===== src/design/rslv_pkg.sv =====
// package for the reset source and low-voltage control block
// assumes apb with 32-bit data, one aligned word per register
package rslv_pkg;
    localparam logic [11:0] ADDR_STATUS = 12'h000;
    localparam logic [11:0] ADDR_CTRL = 12'h004;
    localparam logic [11:0] ADDR_WDOG = 12'h008;
    localparam logic [11:0] ADDR_DEBUG = 12'h00c;
    // status bit positions
    localparam int ST_POR = 7;
    localparam int ST_PIN = 6;
    localparam int ST_WDOG = 5;
    localparam int ST_OPC = 4;
    localparam int ST_ADR = 3;
    localparam int ST_LOWV = 1;
    localparam logic [7:0] STATUS_POR_VALUE = 8'h82;
    localparam logic [7:0] KEY_FIRST = 8'h55;
    localparam logic [7:0] KEY_SECOND = 8'haa;
    // control bit positions
    localparam int CT_DET_EN = 0;
    localparam int CT_STOP_EN = 1;
    localparam int CT_RST_EN = 2;
    localparam int CT_THR_SEL = 3;
    localparam int CT_WARN_IE = 4;
    localparam int CT_WARN_FLAG = 5;
    localparam int CT_WARN_ACK = 6;
    localparam logic [7:0] CTRL_RESET = 8'h01;
    localparam logic [15:0] WDOG_TIMEOUT_DEFAULT = 16'h0400;
    localparam int DEBUG_FORCE_BIT = 0;

    typedef struct packed {
        logic pin_low;
        logic wdog_timeout;
        logic bad_opcode;
        logic bad_address;
        logic debug_force;
    } rslv_req_t;

    typedef struct packed {
        logic por_low;
        logic lowv_low_thr;
        logic lowv_high_thr;
        logic lowv_warn;
    } rslv_cmp_t;

    typedef enum logic [2:0] {
        RSLV_RUN = 3'b001,
        RSLV_HOLD = 3'b010,
        RSLV_POR = 3'b100
    } rslv_state_t;
endpackage


===== src/design/rslv_core.sv =====
// reset source recording, low-voltage supervision and watchdog key decode
// assumes comparator and pin inputs are asynchronous; requests from logic
// on ref_clk arrive already synchronous; apb master on ref_clk
// What this block does
// - detector runs only while its enable bit is one
// - entering stop turns detector off unless stop-enable bit set
// - both bits set refuses deep stop; light stop allowed, detector kept
// - reset asserted whenever power-on comparator reports supply below rearm
// - after power-on, reset held until supply above low threshold
// - after power-on, power-on and low-voltage flags read one
// - reset-enable bit one and detector trip gives system reset
// - threshold-select bit chooses which comparator result is used
// - after low-voltage reset, hold until supply above selected threshold
// - warning with interrupt enable sets warning flag and raises request
// - status is eight-bit read-only; bits two and zero read zero
// - debug-forced reset leaves all status flags cleared
// - watchdog enabled, status write other than keys gives watchdog reset
// - 0x55 then 0xaa clears watchdog counter; flags untouched
// - other resets clear power/low flags; bits six..three follow sources
// - bit six flags external active-low pin reset
// - bit five flags watchdog reset; none while watchdog disabled
// - bit four flags illegal opcode incl. disallowed stop or background
// - bit three flags access to unimplemented address
// - bit seven flags power-on; bit one flags low-voltage or power-on
//
// The APB register port and the register offsets are this design's own decisions.
module rslv_core #(
    parameter logic [15:0] WDOG_TIMEOUT = rslv_pkg::WDOG_TIMEOUT_DEFAULT
) (
    input wire logic ref_clk,
    input wire logic rst,
    input wire logic clk_en,
    input wire logic psel,
    input wire logic penable,
    input wire logic pwrite,
    input wire logic [11:0] paddr,
    input wire logic [31:0] pwdata,
    output logic [31:0] prdata,
    output logic pready,
    output logic pslverr,
    input wire rslv_pkg::rslv_cmp_t cmp_async,
    input wire logic reset_pin_n_async,
    input wire logic watchdog_enable,
    input wire logic stop_allow,
    input wire logic background_debug_allow,
    input wire logic stop_exec,
    input wire logic background_instruction,
    input wire logic bad_opcode,
    input wire logic bad_address,
    input wire logic debug_write,
    input wire logic stop_request,
    input wire logic stop_deep,
    output logic stop_grant,
    output logic deep_stop_mode,
    output logic light_stop_mode,
    output logic lowv_detect_on,
    output logic lowv_warning_irq,
    output logic sys_reset
);
    // two-flop synchronisers on all analog and pin inputs
    logic [4:0] sync_a;
    logic [4:0] sync_b;
    always_ff @(posedge ref_clk or posedge rst) begin
        if (rst) begin
            sync_a <= 5'h1f;
            sync_b <= 5'h1f;
        end else if (clk_en) begin
            sync_a <= {cmp_async, ~reset_pin_n_async};
            sync_b <= sync_a;
        end
    end
    wire por_low = sync_b[4];
    wire below_low = sync_b[3];
    wire below_high = sync_b[2];
    wire warn_cmp = sync_b[1];
    wire pin_low = sync_b[0];

    logic [7:0] ctrl;
    logic [7:0] status;
    logic [15:0] wdog_cnt;
    logic key_armed;
    logic in_stop;
    logic in_deep;
    rslv_pkg::rslv_state_t state;
    rslv_pkg::rslv_state_t next_state;

    wire det_en = ctrl[rslv_pkg::CT_DET_EN];
    wire stop_en = ctrl[rslv_pkg::CT_STOP_EN];
    // detector off in stop unless kept running
    assign lowv_detect_on = det_en && (!in_stop || stop_en);
    // chosen threshold comparator result
    wire lowv_trip = ctrl[rslv_pkg::CT_THR_SEL] ? below_high : below_low;
    wire lowv_rst_req = lowv_detect_on && ctrl[rslv_pkg::CT_RST_EN] && lowv_trip;
    // a disabled detector or reset enable must not pin the part in reset after other sources
    wire lowv_hold = det_en && ctrl[rslv_pkg::CT_RST_EN] && lowv_trip;

    // bus decode
    wire acc = psel && penable;
    wire wr = acc && pwrite;
    wire sel_status = paddr == rslv_pkg::ADDR_STATUS;
    wire sel_ctrl = paddr == rslv_pkg::ADDR_CTRL;
    wire sel_wdog = paddr == rslv_pkg::ADDR_WDOG;
    wire sel_debug = paddr == rslv_pkg::ADDR_DEBUG;
    wire mapped = sel_status || sel_ctrl || sel_wdog || sel_debug;
    wire [7:0] wbyte = pwdata[7:0];
    wire st_wr = wr && sel_status;
    wire is_key1 = wbyte == rslv_pkg::KEY_FIRST;
    wire is_key2 = wbyte == rslv_pkg::KEY_SECOND;
    // user writes to the debug register are ignored; only debug port counts
    wire dbg_force = debug_write && wr && sel_debug && pwdata[rslv_pkg::DEBUG_FORCE_BIT];
    wire bad_key = st_wr && watchdog_enable && !is_key1 && !is_key2;
    wire service = st_wr && is_key2 && key_armed;
    wire wdog_expire = watchdog_enable && (wdog_cnt == WDOG_TIMEOUT);
    wire wdog_req = wdog_expire || bad_key;
    wire opc_req = bad_opcode || (stop_exec && !stop_allow)
        || (background_instruction && !background_debug_allow);
    wire run = state == rslv_pkg::RSLV_RUN;
    wire other_req = pin_low || wdog_req || opc_req || bad_address || dbg_force;

    assign pready = 1'b1;
    assign pslverr = acc && !mapped;
    wire [7:0] ctrl_rd = {1'b0, ctrl[6:0]} & 8'h3f;
    wire [31:0] rd_mux = !(psel && !pwrite) ? 32'h0 :
        sel_status ? {24'h0, status & 8'hfa} :
        sel_ctrl ? {24'h0, ctrl_rd} :
        sel_wdog ? {16'h0, wdog_cnt} : 32'h0;
    // loaded at the setup edge, so read data leaves a flop yet needs no wait state
    always_ff @(posedge ref_clk or posedge rst) begin
        if (rst) prdata <= 32'h0;
        else if (clk_en && psel && !penable) prdata <= rd_mux;
    end

    // stop mode gating
    wire deep_refused = det_en && stop_en;
    assign stop_grant = stop_request && stop_allow && !(stop_deep && deep_refused) && run;
    assign deep_stop_mode = in_stop && in_deep;
    assign light_stop_mode = in_stop && !in_deep;
    always_ff @(posedge ref_clk or posedge rst) begin
        if (rst) begin
            in_stop <= 1'b0;
            in_deep <= 1'b0;
        end else if (clk_en) begin
            if (stop_grant) begin
                in_stop <= 1'b1;
                in_deep <= stop_deep;
            end else if (!stop_request || !run) begin
                in_stop <= 1'b0;
            end
        end
    end

    // reset sequencer
    always_comb begin
        next_state = state;
        unique case (state)
            rslv_pkg::RSLV_POR: if (!por_low && !below_low) next_state = rslv_pkg::RSLV_RUN;
            rslv_pkg::RSLV_HOLD: if (por_low) next_state = rslv_pkg::RSLV_POR;
                else if (!lowv_hold && !other_req) next_state = rslv_pkg::RSLV_RUN;
            rslv_pkg::RSLV_RUN: if (por_low) next_state = rslv_pkg::RSLV_POR;
                else if (lowv_rst_req || other_req) next_state = rslv_pkg::RSLV_HOLD;
            default: next_state = rslv_pkg::RSLV_POR;
        endcase
    end
    always_ff @(posedge ref_clk or posedge rst) begin
        if (rst) state <= rslv_pkg::RSLV_POR;
        else if (clk_en) state <= next_state;
    end
    assign sys_reset = !run;

    // status capture at reset entry
    wire [7:0] other_flags = {1'b0, pin_low, wdog_req, opc_req, bad_address, 3'b000};
    always_ff @(posedge ref_clk or posedge rst) begin
        if (rst) begin
            status <= rslv_pkg::STATUS_POR_VALUE;
        end else if (clk_en) begin
            if (state != rslv_pkg::RSLV_POR && por_low) begin
                status <= rslv_pkg::STATUS_POR_VALUE;
            end else if (run && lowv_rst_req) begin
                status <= {status[rslv_pkg::ST_POR], 5'h00, 2'b10};
            end else if (run && dbg_force) begin
                status <= 8'h00;
            end else if (run && other_req) begin
                status <= other_flags;
            end
        end
    end

    // watchdog counter and key state
    always_ff @(posedge ref_clk or posedge rst) begin
        if (rst) begin
            wdog_cnt <= 16'h0;
            key_armed <= 1'b0;
        end else if (clk_en) begin
            if (!run || service || !watchdog_enable) wdog_cnt <= 16'h0;
            else if (!wdog_expire) wdog_cnt <= wdog_cnt + 16'h1;
            if (!run) key_armed <= 1'b0;
            else if (st_wr) key_armed <= is_key1;
        end
    end

    // control register and warning flag
    wire warn_set = lowv_detect_on && warn_cmp && ctrl[rslv_pkg::CT_WARN_IE];
    wire warn_clr = wr && sel_ctrl && pwdata[rslv_pkg::CT_WARN_ACK];
    always_ff @(posedge ref_clk or posedge rst) begin
        if (rst) begin
            ctrl <= rslv_pkg::CTRL_RESET;
        end else if (clk_en) begin
            if (wr && sel_ctrl) ctrl[4:0] <= wbyte[4:0];
            // set wins over a same-cycle acknowledge
            if (warn_set) ctrl[rslv_pkg::CT_WARN_FLAG] <= 1'b1;
            else if (warn_clr) ctrl[rslv_pkg::CT_WARN_FLAG] <= 1'b0;
        end
    end
    assign lowv_warning_irq = ctrl[rslv_pkg::CT_WARN_FLAG] && ctrl[rslv_pkg::CT_WARN_IE];
endmodule


===== config.mk =====
export PLATFORM = sky130hd
export DESIGN_NAME = rslv_core
export DESIGN_NICKNAME = d
export VERILOG_FILES = /design/src/design/rslv_pkg.sv /design/src/design/rslv_core.sv
export SDC_FILE = /design/constraint.sdc
export NUM_CORES = 1
export LEC_CHECK = 0
export ABC_AREA = 1
export BUFFER_PORTS_ARGS = -buffer_cell sky130_fd_sc_hd__buf_2
export CAP_MARGIN = 20
export CORE_UTILIZATION = 52
export CTS_CLUSTER_DIAMETER = 30
export DETAILED_ROUTE_END_ITERATION = 16
export GPL_ROUTABILITY_DRIVEN = 0
export GPL_TIMING_DRIVEN = 0
export PLACE_DENSITY = 0.91
export SYNTH_ARGS = -nofsm -noshare
export SYNTH_HDL_FRONTEND = slang
export SYNTH_SLANG_ARGS = --single-unit

===== constraint.sdc =====
create_clock -name ref_clk -period 2.19 [get_ports ref_clk]
set_clock_uncertainty 0.1 [all_clocks]
set_input_delay 0.1095 -clock ref_clk [delete_from_list [all_inputs] [get_ports ref_clk]]
set_output_delay 0.1095 -clock ref_clk [all_outputs]
set_load 0.02 [all_outputs]

==> results of run 1 <==
==> metrics by stage <==
step | hold slack [ps] | setup WS (ps) | cell area [sq um]
2_1_floorplan | 87.01 | 203.2 | 3508
3_3_place_gp | 174.8 | -187.8 | 3920
3_5_place_dp | 81.63 | 154.3 | 3940
4_1_cts | 1.063 | 136.8 | 4273
5_1_grt | 16.93 | 74.56 | 4282
6_report | 13.22 | 167.9 | 4282
==> routing by layer <==
layer,global-route usage,part of all wire
met5,0,0
met4,0.1325,0.031
met3,0.07319,0.092
met2,0.4456,0.47
met1,0.3386,0.41
==> power by group through the flow <==
stage | sequential (mW) | combinational, mW | clock, mW
6_report | 1.31 | 0.596 | 0.973
5_1_grt | 1.32 | 0.666 | 1.03
4_1_cts | 1.31 | 0.587 | 0.981
3_5_place_dp | 1.32 | 0.569 | 0
3_3_place_gp | 1.32 | 0.537 | 0
2_1_floorplan | 1.30 | 0.419 | 0
==> layout by cell type, fill, tap and decap left out, types with 10 or more instances in the layout <==
cell,n
nor3_1,10
nand3_1,38
nand2_1,97
dfrtp_1,46
dfstp_2,14
o21ai_0,31
buf_4,17
clkbuf_8,11
nand4_1,11
nor2_1,40
dlygate4sd3_1,14
inv_1,52
conb_1,17
buf_2,65
==> layout make-up <==
class / instances / area (sq um) / share of cell area
Inverter: 57 / 214.0 / 0.04997
Clock inverter: 1 / 5.005 / 0.001169
Buffer: 25 / 175.2 / 0.04091
Timing Repair Buffer: 78 / 475.5 / 0.1110
Clock buffer: 15 / 187.7 / 0.04383
Tap cell: 77 / 96.34 / 0.02250
Multi-Input combinational cell: 315 / 1609 / 0.3758
Sequential cell: 60 / 1519 / 0.3548
==> final timing paths <==
check                            start           to  slack, ps  depth (start not counted)
max                        wdog_cnt[0]  wdog_cnt[2]        170                         10
min                          pwdata[6]      ctrl[5]         10                          4
max reg2reg                wdog_cnt[0]  wdog_cnt[2]        170                         10
min reg2reg                   state[2]     state[2]        360                          2
max in group asynchronous          rst     state[2]       1110                          4
min in group asynchronous          rst      ctrl[1]        230                          3
==> what timing repair did <==
action,in CTS,in global routing
hold endpoints to repair,24,0
hold buffers,14,0
gates resized for setup,0,2
endpoints found under the setup margin,0,2
==> kinds of logic after synthesis <==
group / synth area share
AO/OA/AOI/OAI: 0.1171
AND/OR/NAND/NOR: 0.3005
adder cells (fa/ha/maj): 0.007248
XOR/XNOR: 0.02030
flip-flops: 0.4400
buffers and inverters: 0.1127
other: 0.002176
==> flip-flops by register name (all words and copies together), names as in the netlist <==
| signal | count |
|---|---|
| in_stop | 1 |
| ctrl | 6 |
| key_armed | 1 |
| sync_b | 5 |
| wdog_cnt | 16 |
| state | 3 |
| status | 6 |
| sync_a | 5 |
| prdata | 16 |
| in_deep | 1 |
==> worst register-to-register path, delay by kind of cell, from the launching register on <==
kind	cells	cell delay (ps)
flops	1	400
buf+inv	2	260
simple gates	6	810
fa+ha+maj	1	170
xor+xnor	1	170
==> flow_summary_export.csv, run 1 <==
group,metric,value,unit
timing,setup_viol,0,
layout,fillers,508,
setup_path,crit_required,2330,ps
clock_tree,clockRootBuffer,"clkbuf_8",
floorplan,die-area,0.006968,sq mm
setup_path,critPathSlowestCell,"dfrtp_1",
floorplan,start_util,0.5406,
layout,final_cell_count_no_fill,628,
setup_path,critical_path_class,"flip-flop to flip-flop",
floorplan,pin_count,105,
clock_tree,worstSkewPairLatency,350,ps
setup_path,critPathLaunchType,"flip-flop",
clock_tree,clk_pin_slew,70,ps
synth,netlist_area,0.003452,sq mm
place,post-dp-hpwl,6.359,mm
setup_path,slowest_delay,400,ps
synth,synth_ff_type,"dfrtp_1",
synth,synth.most_common_cell,"nand2_1",
setup_path,critPathMaxFanout,6,
power,p_int,1.999,mW
layout,layout-drive-gt1-share,0.2505,
power,combPwrFrac,0.207,
grt,grt_pass1_vias,3198,
detailed_routing,drc,0,
grt,grt_overflow,0,
grt,antenna_found_initial,0,
setup_path,cp.arrival,2160,ps
synth,yosysTopAreaCell,"dfrtp_1",
place,place_inst,598,
synth,synth_edf_count,0,
layout,diodes,0,
setup_path,critPathBufInv,2,
clock_tree,ctsHtreeMaxLevel,3,
timing,tns,0,ps
synth,yosys.area.top_type_share,0.3335,
run,max_cap_violations,0,
power,p_seq_frac,0.454,
synth,yosysWarnings,0,
synth,synthTopCellsByArea,"dfrtp_1 (33%), dfstp_2 (11%), nand2_1 (11%), inv_1 (5.8%), nand3_1 (5.5%)",
synth,seq_area_frac_synth,0.4400,
synth,synth_common_cells,"nand2_1 (98), inv_1 (53), dfrtp_1 (46)",
power,swShare,0.3045,
synth,async_flop_share,1.000,
power,pwr-share-clk,0.338,
detailed_routing,final_antenna_net_count,0,
grt,grt_pass1_wl,14.90,mm
power,irDropWorstVdd,536.3,uV
layout,fin_util,0.6705,
synth,ys_types,41,
timing,finalHoldViolCount,0,
grt,grt_usage,0.2736,
floorplan,num_rows,29,
floorplan,core_area,0.006386,sq mm
setup_path,cp-end-kind,"flip-flop",
synth,syn_avg_cell_area,7.810,sq um
place,io_buffers,63,
outcome,outcome,"complete, no violations",
synth,ys_ff_latch,60,
power,power.leakage,2.192,nW
layout,area_delta_synth_final,24.03,%
setup_path,cp_top_family,"simple AND/OR/NAND/NOR gates",
detailed_routing,via_per_inst,5.505,
timing,slew_headroom,0.6532,
timing,slew_violations,0,
detailed_routing,dr.pass1.iters,6,
clock_tree,clock_sinks,60,
timing,period_needed,2022,ps
synth,synthCells,442,
grt,grt_max_degree,38,
clock_tree,cts_tree,"done",
floorplan,die_x,83.48,um
worst_hold_path,min_path_type,"input pin to flip-flop",
detailed_routing,wl_per_cell,13.94,um
timing,rsz0062_at_grt,"no",
detailed_routing,wl,8.754,mm
power,power_density,671.3,mW/mm^2
layout,nNetsFinal,613,
floorplan,die_y,83.48,um
power,power,2.874,mW
clock_tree,cts_made_buffers,9,
clock_tree,postCtsSetupRepairBufs,0,
setup_path,worstPathCellList,"inv_1, ha_1, nand2_1, nor3_1, nand3_1, nand2_2, inv_1, nand2_1, xor2_1, nor2_1",
power,power_switching,0.8752,mW
timing,finalCritPeriodShare,0.9233,
timing,worstMarginPinSlew,515.5,ps
detailed_routing,drt_first_iter_violations,343,
detailed_routing,vias,3457,
timing,fmax,494.5,MHz
clock_tree,cts.path.max_buffers,2,
Note: power is estimated with default switching activity, not from simulation.
==> run 2, diff against run 1 <==
- GPL_TIMING_DRIVEN: 0 -> default
- SKIP_LAST_GASP: default -> 1
==> run 2 against run 1 <==
  * Critical path depth is 4 lower
  * Fmax is 0.24% higher
  * Final cell count is 3.5% lower
  * Sequential share of layout area is 1.1 points higher
  * Non-clock buffer count is 22 lower
  * Die area stayed put
  * Sequential power hardly changed
  * Register-to-register slack hardly changed
  * Flip-flop and latch count stayed put
  * Global-route usage is 0.50 points higher
  * Clock power is 13% higher
  * Critical endpoint is now stop_grant
  * Highest routed layer unchanged
==> flow_summary_export.csv, run 2 (synthesis results as in run 1) <==
group,metric,value,unit
outcome,outcome,"complete, no violations",
floorplan,die-area,0.006968,sq mm
setup_path,cp-end-kind,"output pin",
layout,layout.cells.most_common,"nand2_1",
run,max_cap_violations,0,
layout,fillers,549,
timing,finalCritPeriodShare,0.9211,
setup_path,cp.arrival,1810,ps
place,post-dp-hpwl,6.369,mm
power,irDropWorstVdd,456.0,uV
detailed_routing,wl_per_cell,14.89,um
clock_tree,postCtsSetupRepairBufs,0,
detailed_routing,highest_layer,"met4",
worst_hold_path,min_path_type,"input pin to flip-flop",
floorplan,die_x,83.48,um
detailed_routing,drc,0,
clock_tree,cts.path.max_buffers,2,
layout,mostFrequentLayoutCells,"nand2_1 (98), buf_2 (63), inv_1 (52), dfrtp_1 (46), nor2_1 (40)",
layout,multi_input_area,0.001600,sq mm
detailed_routing,dr.pass1.iters,6,
place,io_buffers,63,
grt,grt_overflow,0,
grt,grt_pass1_vias,3227,
detailed_routing,wl_met2,4.429,mm
floorplan,core_area,0.006386,sq mm
setup_path,regToRegEndpoint,"wdog_cnt[10]",
worst_hold_path,min_to,"in_deep",
setup_path,slowest_delay,400,ps
detailed_routing,wl,9.024,mm
setup_path,worstPathCellList,"inv_1, nand3_2, inv_1, nand2_1, a311oi_1, buf_2",
layout,largestRegisters,"prdata x16, wdog_cnt x16",
timing,fmax,495.7,MHz
clock_tree,cts_tree,"done",
clock_tree,cts_made_buffers,9,
setup_path,critical_path_class,"flip-flop to output pin",
setup_path,timing.rr.start,"wdog_cnt[0]",
layout,final_cell_count_no_fill,606,
clock_tree,worstSkewPairLatency,350,ps
power,power_density,715.8,mW/mm^2
detailed_routing,met3WireLength,713,um
place,place_inst,575,
floorplan,pin_count,105,
clock_tree,postCtsHoldBufs,15,
worst_hold_path,worstHoldStart,"stop_allow",
grt,grt_pass1_wl,15.13,mm
timing,finalHoldViolCount,0,
clock_tree,clock_sinks,60,
setup_path,r2r_cells,9,
layout,area_delta_synth_final,20.26,%
detailed_routing,drt_first_iter_violations,293,
timing,fin_hold_ws,21.01,ps
timing,tns,0,ps
setup_path,critPathSlowestCell,"dfrtp_1",
timing,period_needed,2017,ps
detailed_routing,vias,3340,
setup_path,r2r_slack,180,ps
timing,rsz0062_at_grt,"no",
layout,diodes,0,
layout,seqCellArea,0.001519,sq mm
clock_tree,ctsHtreeMaxLevel,3,
timing,setup_viol,0,
layout,layout-drive-gt1-share,0.2268,
detailed_routing,via_per_inst,5.512,
layout,fin_util,0.6501,
place,placed_area,0.003780,sq mm
layout,fin_area,0.004151,sq mm
floorplan,die_y,83.48,um
clock_tree,clk_pin_slew,70,ps
detailed_routing,final_antenna_net_count,0,
setup_path,cpMostUsedCell,"inv_1",
grt,grt_max_degree,31,
worst_hold_path,hold_depth,5,
detailed_routing,wl_met1,3.663,mm
power,power.leakage,2.105,nW
grt,grt_usage,0.2786,
clock_tree,cts_resized,0,
floorplan,start_util,0.5406,
setup_path,critPathMaxFanout,8,
clock_tree,clockRootBuffer,"clkbuf_8",
layout,nNetsFinal,591,
floorplan,num_rows,29,
setup_path,crit_required,1980,ps
setup_path,critPathLaunchType,"flip-flop",
timing,slew_violations,0,
grt,antenna_found_initial,0,
run 2: final cells by class:
cell class,instances,share of cell area
repair buffers,81,0.1206
clock buffers,13,0.04310
multi-input cells,315,0.3855
flip-flops and latches,60,0.3659
well taps,77,0.02321
clock inverters,3,0.01025
inverters,57,0.05154
run 2: metrics by stage:
step	total power, mW	setup WS, ps
finish	2.972	172.8
global route	3.112	18.72
CTS	2.967	183.6
detailed placement	1.856	234.4
global placement	1.828	316.2
floorplan	1.723	203.2
run 2: per-layer routing:
metal / GRT usage / up-vias
li1: - / 1582
met1: 0.3281 / 1552
met2: 0.4821 / 180
met3: 0.06825 / 26
met4: 0.1248 / 0
met5: 0 / -
run 2: where the power goes:
part           internal [mW]  switching [mW]
registers               1.24          0.0680
clock network          0.648           0.456
logic                  0.193           0.368
run 2: worst max-delay path by stage:
stage / from / to / slack, ps / depth (start not counted)
after floorplan: state[1] / in_deep / 200 / 8
after global placement: wdog_cnt[0] / wdog_cnt[2] / 320 / 10
after detailed placement: wdog_cnt[0] / wdog_cnt[10] / 230 / 9
after CTS: state[1] / stop_grant / 180 / 6
after global routing: ctrl[0] / status[3] / 20 / 8
final: state[1] / stop_grant / 170 / 6
run 2: critical path, delay by kind of cell, from the launching register on:
kind / cells / cell delay (ps)
buffers and inverters: 3 / 480
AO/OA/AOI/OAI: 1 / 320
flip-flops: 1 / 400
AND/OR/NAND/NOR: 2 / 260
